**src/dsc_cfg.svh**
```systemverilog
// Purpose: constants for the dual converter serial control block
// Assumes: 50 MHz system clock, 16-bit command words
// Notes:   codes and layouts shared by the design
`ifndef DSC_CFG_SVH
`define DSC_CFG_SVH
`define DSC_WORD_BITS     16
`define DSC_CODE_BITS     12
`define DSC_HALF_BITS     8
`define DSC_CODE_FULL     12'hFFF
`define DSC_CODE_MID      12'h800
`define DSC_CODE_ZERO     12'h000
`define DSC_CMD_IN_A      4'h0
`define DSC_CMD_OUT_A     4'h1
`define DSC_CMD_BOTH_A    4'h2
`define DSC_CMD_IN_B      4'h3
`define DSC_CMD_OUT_B     4'h4
`define DSC_CMD_BOTH_B    4'h5
`define DSC_CMD_IN_ALL    4'hC
`define DSC_CMD_BOTH_ALL  4'hD
`define DSC_CMD_ADV       4'hE
`define DSC_SUB_SEL       3'h0
`define DSC_SUB_UIO_WR    3'h4
`define DSC_SUB_UIO_RD    3'h5
`define DSC_SUB_SETTLE    3'h6
`define DSC_FAST_NS       3000
`define DSC_SLOW_NS       6000
`define DSC_CLK_MHZ       50
`define DSC_FAST_CYC      ((`DSC_FAST_NS * `DSC_CLK_MHZ) / 1000)
`define DSC_SLOW_CYC      ((`DSC_SLOW_NS * `DSC_CLK_MHZ) / 1000)
`endif

```
**src/dsc_pkg.sv**
```systemverilog
// Purpose: types for the dual converter serial control block
// Assumes: nothing
// Notes:   user pin function codes
`default_nettype none
package dsc_pkg;
  typedef enum logic [1:0]
  {
    DSC_UIO_OFF    = 2'h0,
    DSC_UIO_RB     = 2'h1,
    DSC_UIO_CHAINF = 2'h2,
    DSC_UIO_CHAINR = 2'h3
  } dsc_uio_t;
  typedef enum logic [1:0]
  {
    DSC_IDLE  = 2'h0,
    DSC_SHIFT = 2'h1,
    DSC_DONE  = 2'h3
  } dsc_state_t;
endpackage
`default_nettype wire

```
**src/dsc_top.sv**
```systemverilog
// Purpose: serial command decode, channel registers and user pins
// Assumes: serial pins asynchronous, sampled at 50 MHz
// Notes:   reset stands for power-on; straps caught at release
//
// Contract
// - frame-sync level at power-up picks rising or falling capture edge
// - power-up code full, zero or mid from the two level select pins
// - frame mode word starts at frame-sync fall with select low
// - select may stay low in frame mode; frame-sync delimits words
// - chain out shifts on edge opposite the capture edge
// - readback pin driven after eighth active serial edge
// - readback pin released when select rises
// - leaving a serial-out mode releases pin at end of write
// - frame mode: fall-chain on falling, others on rising edges
// - one 16-bit shift register; input and output register per channel
// - code width 12 bits, top code 4095
// - settling select fast 3us or slow 6us, set over link
// - two user pins configured by serial commands only
// - host sends 16 bits msb first, select low throughout
// - command codes load input, output or both registers
// - transfer command copies input to output per select bit
// - first frame-sync rise enters frame-sync mode
`timescale 1ns/1ps
`default_nettype none
`include "dsc_cfg.svh"
module dsc_top
  import dsc_pkg::*;
(
  input  wire logic        I_CLK_SYS,
  input  wire logic        I_RESET_N,
  input  wire logic        I_SCLK,
  input  wire logic        I_CS_N,
  input  wire logic        I_FSYNC_N,
  input  wire logic        I_DIN,
  input  wire logic        I_PU_HIGH,
  input  wire logic        I_PU_LOW,
  output logic [11:0]      O_CHAN_A_OUTPUT,
  output logic [11:0]      O_CHAN_B_OUTPUT,
  output logic [1:0]       O_SLOW_MODE,
  output logic [15:0]      O_SETTLE_CYCLES,
  output logic             O_USER_IO_1_O,
  output logic             O_USER_IO_1_OE_N,
  output logic             O_USER_IO_2_O,
  output logic             O_USER_IO_2_OE_N
);
  ////////////////////////////////////////////////////////////////////////
  // two-flop synchronisers; stage one is read only by stage two
  // no reset: the flops track the pins through reset, so the strap level
  // is ready at release and no false edge follows it (hold reset 3+ edges)
  logic [5:0] s1_reg;
  logic [5:0] s2_reg;
  logic [3:0] s3_reg;
  always_ff @(posedge I_CLK_SYS)
  begin
    s1_reg <= {I_PU_HIGH, I_PU_LOW, I_SCLK, I_CS_N, I_FSYNC_N, I_DIN};
    s2_reg <= s1_reg;
    s3_reg <= s2_reg[3:0];
  end
  logic sclk_rise;
  logic sclk_fall;
  logic cs_n;
  logic cs_rise;
  logic fs_fall;
  logic fs_rise;
  logic din;
  assign sclk_rise = s2_reg[3] & ~s3_reg[3];
  assign sclk_fall = ~s2_reg[3] & s3_reg[3];
  assign cs_n      = s2_reg[2];
  assign cs_rise   = s2_reg[2] & ~s3_reg[2];
  assign fs_fall   = ~s2_reg[1] & s3_reg[1];
  assign fs_rise   = s2_reg[1] & ~s3_reg[1];
  assign din       = s2_reg[0];

  ////////////////////////////////////////////////////////////////////////
  // straps caught once after release; strap_done guards reuse
  logic strap_done_reg;
  logic rise_cap_reg;
  logic frame_mode_reg;
  always_ff @(posedge I_CLK_SYS)
  begin
    if (!I_RESET_N)
    begin
      strap_done_reg <= 1'b0;
      rise_cap_reg   <= 1'b1;
      frame_mode_reg <= 1'b0;
    end
    else
    begin
      strap_done_reg <= 1'b1;
      if (!strap_done_reg)
        rise_cap_reg <= s2_reg[1];
      if (strap_done_reg && fs_rise)
        frame_mode_reg <= 1'b1;
    end
  end

  // active and opposite edges follow the captured strap
  logic act_edge;
  logic opp_edge;
  assign act_edge = rise_cap_reg ? sclk_rise : sclk_fall;
  assign opp_edge = rise_cap_reg ? sclk_fall : sclk_rise;

  ////////////////////////////////////////////////////////////////////////
  // framing and the single shared shift register
  dsc_state_t state_reg;
  logic [15:0] shift_reg;
  logic [4:0]  count_reg;
  logic        word_done;
  logic        frame_start;
  assign frame_start = frame_mode_reg ? (fs_fall & ~cs_n)
                                      : 1'b0;
  assign word_done = act_edge && (count_reg == 5'd15) &&
                     (state_reg == DSC_SHIFT);
  always_ff @(posedge I_CLK_SYS)
  begin
    if (!I_RESET_N)
    begin
      state_reg <= DSC_IDLE;
      shift_reg <= 16'h0000;
      count_reg <= 5'h00;
    end
    else
    begin
      case (state_reg)
        DSC_IDLE:
        begin
          count_reg <= 5'h00;
          if (frame_start || (!frame_mode_reg && !cs_n))
            state_reg <= DSC_SHIFT;
        end
        DSC_SHIFT:
        begin
          if (cs_rise)
            state_reg <= DSC_IDLE;
          else if (frame_start)
            count_reg <= 5'h00;
          else if (act_edge)
          begin
            shift_reg <= {shift_reg[14:0], din};
            count_reg <= count_reg + 5'd1;
            if (count_reg == 5'd15)
              state_reg <= DSC_DONE;
          end
        end
        DSC_DONE:
        begin
          // select may stay low in frame mode; wait for next frame edge
          if (cs_n || frame_start)
            state_reg <= frame_start ? DSC_SHIFT : DSC_IDLE;
          count_reg <= 5'h00;
        end
        default: state_reg <= DSC_IDLE;
      endcase
    end
  end

  // the assembled word, seen in the cycle it completes
  logic [15:0] word;
  logic [3:0]  cmd;
  logic [11:0] data;
  assign word = {shift_reg[14:0], din};
  assign cmd  = word[15:12];
  assign data = word[11:0];

  ////////////////////////////////////////////////////////////////////////
  // channel registers and command decode
  logic [11:0] in_a_reg;
  logic [11:0] in_b_reg;
  logic [11:0] out_a_reg;
  logic [11:0] out_b_reg;
  logic [11:0] pu_code;
  assign pu_code = s2_reg[5] ? `DSC_CODE_FULL :
                   (s2_reg[4] ? `DSC_CODE_ZERO : `DSC_CODE_MID);
  always_ff @(posedge I_CLK_SYS)
  begin
    if (!I_RESET_N)
    begin
      in_a_reg  <= `DSC_CODE_ZERO;
      in_b_reg  <= `DSC_CODE_ZERO;
      out_a_reg <= `DSC_CODE_ZERO;
      out_b_reg <= `DSC_CODE_ZERO;
    end
    else if (!strap_done_reg)
    begin
      in_a_reg  <= pu_code;
      in_b_reg  <= pu_code;
      out_a_reg <= pu_code;
      out_b_reg <= pu_code;
    end
    else if (word_done)
    begin
      case (cmd)
        `DSC_CMD_IN_A:     in_a_reg <= data;
        `DSC_CMD_OUT_A:    out_a_reg <= data;
        `DSC_CMD_BOTH_A:
        begin
          in_a_reg  <= data;
          out_a_reg <= data;
        end
        `DSC_CMD_IN_B:     in_b_reg <= data;
        `DSC_CMD_OUT_B:    out_b_reg <= data;
        `DSC_CMD_BOTH_B:
        begin
          in_b_reg  <= data;
          out_b_reg <= data;
        end
        `DSC_CMD_IN_ALL:
        begin
          in_a_reg <= data;
          in_b_reg <= data;
        end
        `DSC_CMD_BOTH_ALL:
        begin
          in_a_reg  <= data;
          in_b_reg  <= data;
          out_a_reg <= data;
          out_b_reg <= data;
        end
        `DSC_CMD_ADV:
        begin
          if (data[11:9] == `DSC_SUB_SEL)
          begin
            if (data[0])
              out_a_reg <= in_a_reg;
            if (data[1])
              out_b_reg <= in_b_reg;
          end
        end
        default: ;                                    // 0110..1011 and 1111 ignored
      endcase
    end
  end
  assign O_CHAN_A_OUTPUT = out_a_reg;
  assign O_CHAN_B_OUTPUT = out_b_reg;

  ////////////////////////////////////////////////////////////////////////
  // settling mode and user pin configuration
  logic [1:0] slow_reg;
  logic [1:0] mode1_reg;
  logic [1:0] mode2_reg;
  always_ff @(posedge I_CLK_SYS)
  begin
    if (!I_RESET_N)
    begin
      slow_reg   <= 2'h0;
      mode1_reg  <= DSC_UIO_OFF;
      mode2_reg  <= DSC_UIO_OFF;
    end
    else if (word_done && cmd == `DSC_CMD_ADV)
    begin
      if (data[11:9] == `DSC_SUB_SETTLE)
        slow_reg <= data[1:0];
      if (data[11:9] == `DSC_SUB_UIO_WR)
      begin
        mode1_reg <= data[5:4];
        mode2_reg <= data[7:6];
      end
    end
  end
  assign O_SLOW_MODE = slow_reg;
  assign O_SETTLE_CYCLES = slow_reg != 2'h0 ? 16'(`DSC_SLOW_CYC)
                                            : 16'(`DSC_FAST_CYC);

  ////////////////////////////////////////////////////////////////////////
  // serial out: readback drives after 8th active edge until select rises
  logic       rb_on_reg;
  logic [1:0] oe_reg;
  logic [1:0] pin_reg;
  logic       upd_rise;
  logic       upd_fall;
  logic       chain_edge;
  assign upd_rise = frame_mode_reg ? sclk_rise : opp_edge;
  assign upd_fall = frame_mode_reg ? sclk_fall : opp_edge;
  always_ff @(posedge I_CLK_SYS)
  begin
    if (!I_RESET_N)
      rb_on_reg <= 1'b0;
    // a new frame with select held low also ends the readback window
    else if (cs_rise || frame_start || state_reg == DSC_IDLE)
      rb_on_reg <= 1'b0;
    else if (act_edge && count_reg == 5'd7 && state_reg == DSC_SHIFT)
      rb_on_reg <= 1'b1;
  end
  genvar g;
  generate
    for (g = 0; g < 2; g = g + 1)
    begin : g_pin
      logic [1:0] m;
      assign m = (g == 0) ? mode1_reg : mode2_reg;
      always_ff @(posedge I_CLK_SYS)
      begin
        if (!I_RESET_N)
        begin
          oe_reg[g]  <= 1'b0;
          pin_reg[g] <= 1'b0;
        end
        else
        begin
          oe_reg[g] <= (m == DSC_UIO_RB)     ? rb_on_reg :
                       (m != DSC_UIO_OFF);
          if ((m == DSC_UIO_CHAINF && upd_fall) ||
              (m == DSC_UIO_CHAINR && upd_rise) ||
              (m == DSC_UIO_RB && upd_rise))
            pin_reg[g] <= shift_reg[15];
        end
      end
    end
  endgenerate
  assign O_USER_IO_1_O    = pin_reg[0];
  assign O_USER_IO_2_O    = pin_reg[1];
  assign O_USER_IO_1_OE_N = ~oe_reg[0];
  assign O_USER_IO_2_OE_N = ~oe_reg[1];
endmodule // dsc_top
`default_nettype wire

```
**config.mk**
```make
export PLATFORM = sky130hd
export DESIGN_NAME = dsc_top
export DESIGN_NICKNAME = d
export VERILOG_FILES = /design/src/dsc_pkg.sv /design/src/dsc_top.sv
export VERILOG_INCLUDE_DIRS = /design/src
export SDC_FILE = /design/constraint.sdc
export NUM_CORES = 1
export LEC_CHECK = 0
export BUFFER_PORTS_ARGS = -buffer_cell sky130_fd_sc_hd__buf_2
export CAP_MARGIN = 20
export CORE_MARGIN = 2
export CORE_UTILIZATION = 40
export DETAILED_ROUTE_END_ITERATION = 16
export SETUP_SLACK_MARGIN = 0.05
export SLEW_MARGIN = 20
export SYNTH_ARGS = -nofsm -noshare
export SYNTH_HDL_FRONTEND = slang
export SYNTH_SLANG_ARGS = --single-unit
```
**constraint.sdc**
```tcl
create_clock -name I_CLK_SYS -period 2.38 [get_ports I_CLK_SYS]
set_input_delay 0.238 -clock I_CLK_SYS [delete_from_list [all_inputs] [get_ports I_CLK_SYS]]
set_output_delay 0.238 -clock I_CLK_SYS [all_outputs]
set_load 0.02 [all_outputs]
```
After elaboration in Yosys (flattened, before gate mapping)
Cells that the tools add are included.
Widths: inputs -> output; s select.
- bits in registers: 101
- input bits: 8
- output and inout port bits: 46
- word-level logic and storage cells: 158
- $add $sub $neg: 1
- equal/unequal tests: 35
- multiplexer cells: 39
- bitwise operators: 17
- reductions and logical operators: 45
- operator list (kind ; count):
    $mux 12 ; 16
    $pmux 12 s2 ; 2
    $ne 3x3->1 const B ; 7
    $mux 5 ; 3
    $logic_and 1x1->1 ; 13
    $eq 4x4->1 const B ; 3
    $mux 2 ; 6
    $reduce_and 4->1 ; 3
    $not 1->1 ; 11
    $eq 2x2->1 const B ; 5
    $ne 2x2->1 const B ; 5
    $pmux 5 s2 ; 1
    $mux 1 ; 9
    $mux 9 ; 1
    $eq 4x2->1 const B ; 2
    $eq 4x3->1 const B ; 2
    $logic_or 1x1->1 ; 8
    $reduce_and 2->1 ; 4
    $reduce_bool 2->1 ; 4
    $reduce_or 4->1 ; 2
    $and 1x1->1 ; 6
    $eq 2x1->1 const B ; 3
    $eq 3x3->1 const B ; 2
    $ne 3x2->1 const B ; 2
    other kinds (14) ; 17

Logic depth before layout (Yosys ltp)
- depth after elaboration: 7
- depth in mapped cells: 8

Least setup slack after synthesis
Ideal clock, no wire load.
- path kind: register to register
- from: reg count_reg[0]
- to: reg out_b_reg[10], in the netlist O_CHAN_B_OUTPUT[10]
- library setup time: 116 ps
- arrival time: 1842 ps
- data required time: 2264 ps
- slack: 422 ps
- cell stages (with the launch flop): 9
- buffers on the path: 1
- period minus slack after synthesis: 1958 ps
- cell sequence: dfxtp_1 -> ha_1 -> and3_1 -> ha_1 -> o211a_1 -> a31o_2 -> and2_1 -> buf_2 -> o211a_1
- word-level cells in the longest chain between the ends: 5
- RTL lines (element ; line ; RTL):
    start, declared ; dsc_top.sv:107 ; logic [4:0] count_reg;
    start signal, assigned ; dsc_top.sv:140 ; count_reg <= count_reg + 5'd1;
    $eq 5x4->1 ; dsc_top.sv:112 ; assign word_done = act_edge && (count_reg == 5'd15) &&
    $logic_and 1x1->1 (2 in a row) ; dsc_top.sv:112 ;
    $ne 2x1->1 (no line) ; n/a ;
    $reduce_and 4->1 (no line) ; n/a ;
    end signal, assigned ; dsc_top.sv:181 ; out_b_reg <= `DSC_CODE_ZERO;
    end signal, assigned ; dsc_top.sv:188 ; out_b_reg <= pu_code;
    end signal, assigned ; dsc_top.sv:201 ; `DSC_CMD_OUT_B: out_b_reg <= data;
    end, declared ; dsc_top.sv:170 ; logic [11:0] out_b_reg;
Every way passes these cells.
A chain may end at the register's enable or synchronous reset.

Final worst setup path
- from: reg count_reg[0]
- to: reg out_b_reg[1], in the netlist O_CHAN_B_OUTPUT[1]
Same word-level chain as after synthesis.

==> implementation parameters <==
Parameter                              Value

Clocking
  Clock transition at the registers of the reported paths    about 0.060 ns
  CTS H-tree lvls    3
  Clock tree sinks    100
  CTS tree    done
  Clock insertion delay at the later pin of the skew report    between 0.3 and 0.4 ns
  Number of buffers inserted during clock tree synthesis    9
  Clock tree root buffer cell    clkbuf_16
  Worst-case clock buffer depth    2

Global routing
  First-pass GRT wire length    approximately 16000 um
  Grt total ovfl    0
  Initial antenna violation count    0
  Pin count of the biggest net entering global routing    38
  Total GRT Usage    between 10% and 20%
  Number of global-route vias before repair    3263

Worst setup path
  CP Cell Sequence    ha_1 > and3_1 > ha_1 > o211a_1 > a31o_2 > and2_1 > o211a_1
  Biggest fanout along the worst timing path    13
  Endpoint required time on the critical path    approximately 2.6 ns
  Signal arrival time at the worst endpoint    roughly 2.4 ns
  Stage delay of the slowest cell on the critical path    roughly 0.34 ns
  Launching element of the worst setup path    count_reg[0]$_SDFFE_PN0P_
  Crit. End Element    register
  Launching element type of the critical path    register
  Launch instance of the worst register-to-register path    count_reg[0]$_SDFFE_PN0P_
  Kind of critical path    register to register
  Largest delay share family, worst path    compound AO/OA/AOI/OAI gates
  Slowest cell on crit path    dfxtp_1
  Worst Path Buf+Inv    0

Pwr
  Maximum VDD drop    0.0003188 V
  Overall power after layout    about 0.0038 W
  Leakage power    between 2 and 2.5 nW
  Power density normalized to cell area    around 740 nW/um2

Floorplan
  Area of the die    between 10000 and 15000 um2
  Number of standard-cell rows in the floorplan    38
  Core region area    between 10000 and 15000 um2
  Starting density of the core    approximately 41%
  Chip Width    around 110 um
  Number of placed I/O pins    between 50 and 60
  Vertical die dimension    approximately 110 um

Yosys
  Distinct cell type count of the synthesized netlist    51
  Post-Synthesis Mean Instance Area    around 9.5 um2
  Prevailing post-synth register cell    dfxtp_1
  Sequential element share of the synthesized area    between 40% and 50%
  Warning count from the yosys run    0
  Register bit count reported by yosys    100
  Async set or reset register ratio after synthesis    0%
  Count of flip-flops with a built-in enable after synthesis    0
  Post-Syn Instances    between 400 and 500
  Total standard cell area after synthesis    4513 um2

Finish
  Commonest cells after routing, fill and taps aside    dfxtp_1 (100), buf_2 (43), a21oi_1 (39)
  Antenna fix cells    0
  Seq. cell area    2002 um2
  Fillers    between 1000 and 1500
  Number of nets in the final layout    around 520
  Most common library cell in the layout ignoring fill and taps    dfxtp_1
  Total area of multi-input combinational cells    ~2200 um2
  Layout cell share with drive strength beyond 1    approximately 17%
  Final instance area    between 5000 and 6000 um2
  Layout Area Growth over Synthesis    14.31%
  Number of flip-flops in the largest register    16

Placed design
  Post-Place Setup Slack    between 0.2 and 0.25 ns
  Routability congestion estimate from global placement    roughly 0.86
  Number of port buffers    43
  Dpl cell area    about 4800 um2
  Detailed placement HPWL    6897 um

Run
  Number of maximum-capacitance constraint violations    0

STA
  Total negative slack for setup checks    0 ns
  Final setup violation count    0
  Number of pins with negative max-slew slack in the final report    0
  Worst-margin pin slew    about 0.7 ns
  PnR worst setup slack    approximately 0.22 ns
  Headroom to the max-slew limit    between 50% and 60%
  Final period demand of the worst path    approximately 2.2 ns
  Clock skew    slightly below 0.006 ns
  Post-route worst hold slack    around 0.33 ns
  Final count of hold timing violations    0
  Share of the clock period used by the worst path after layout    a little over 90%
  Maximum operating frequency    462.3 MHz
  RSZ-0062 raised after global routing    no

Detailed routing
  Drt first-iter violations    246
  Pre-Repair DR Iteration Count    5
  DRT Wirelength    approximately 10000 um
  Routed length per instance    around 15 um
  Vias per std cell    about 5.4
  DR vias    3537
  Count of antenna-violating nets left after detailed routing    0
  DRC Markers    0

Hold path
  Tightest Hold Check Type    register to register
  Start point of the worst hold path    s1_reg[4]$_DFF_P_

Outcome
  Result of the run    completed
==> cell usage after synthesis (3+ instances only) <==
library cell | count | area share (%)
nand2b_1 | 10 | 1.4
nor2b_1 | 34 | 4.7
o31ai_1 | 5 | 0.83
buf_2 | 13 | 1.4
o211a_1 | 37 | 8.2
nor2_1 | 7 | 0.58
o21ai_0 | 37 | 4.1
inv_1 | 9 | 0.75
o21a_1 | 3 | 0.50
dfxtp_1 | 100 | 44
mux2i_1 | 32 | 7.1
ha_1 | 6 | 1.7
clkbuf_1 | 21 | 1.7
nand3_1 | 15 | 1.7
and2_1 | 3 | 0.42
a21oi_1 | 39 | 4.3
o311a_1 | 11 | 2.4
a22oi_1 | 3 | 0.50
nand3b_1 | 4 | 0.67
buf_4 | 14 | 2.3
nand2_1 | 36 | 3.0
==> worst paths after layout <==
path | endpoint | slack [ns] | depth (start not counted)
setup / recovery | O_CHAN_B_OUTPUT[1]$_SDFFE_PN0P_ | 0.22 | 7
setup reg to reg | O_CHAN_B_OUTPUT[1]$_SDFFE_PN0P_ | 0.22 | 7
hold reg to reg | s2_reg[4]$_DFF_P_ | 0.33 | 0
hold / removal | s2_reg[4]$_DFF_P_ | 0.33 | 0
==> timing repair <==
item	in CTS	in global routing
gates resized for setup	0	1
setup endpoints to repair	0	9
buffers inserted	0	0
hold buffers	6	0
hold endpoints to repair	6	0
==> power breakdown <==
group / internal [W] / switching (W) / total, W
Clock: 0.000836 / 0.000603 / 0.00144
Combinational: 0.000226 / 0.000310 / 0.000536
Sequential: 0.00176 / 0.0000654 / 0.00183
==> kinds of logic (layout without fill, tap and decap cells) <==
family	after synthesis	in the layout	share of synthesized area, %
AOI/OAI and AO/OA	149	149	23.70
and+or+nand+nor	127	127	16.30
DFF	100	100	44.36
buffers and inverters	58	89	6.515
muxes	32	32	7.097
adders and majority gates	6	6	1.663
other	2	10	0.1664
xor gates and xnor gates	1	1	0.1941
==> per-stage QoR <==
| step | utilization [%] | cells |
|---|---|---|
| detailed placement | 43.95 | 633 |
| finish | 47.17 | 654 |
| global placement | 43.95 | 633 |
| CTS | 47.17 | 654 |
| global route | 47.17 | 654 |
| floorplan | - | 483 |
==> cell type report <==
cell class | count | share of cell area, %
inverters | 9 | 0.6549
clock buffers | 11 | 4.705
clock inverters | 4 | 0.9702
well taps | 140 | 3.396
multi-input cells | 325 | 43.56
flip-flops and latches | 100 | 38.81
repair buffers | 65 | 7.907
==> routing by layer <==
metal  routed length (um)  global-route usage [%]  share of wire, %  vias to the layer above
li1                     -                       -                 -                     1753
met1                 4858                   24.01                49                     1685
met2                 4448                   26.47                45                       88
met3                  440                   3.821               4.4                       11
met4                  164                   6.250               1.7                        0
met5                    0                       0                 0                        -
No activity file was read; power rests on OpenSTA's default activity.
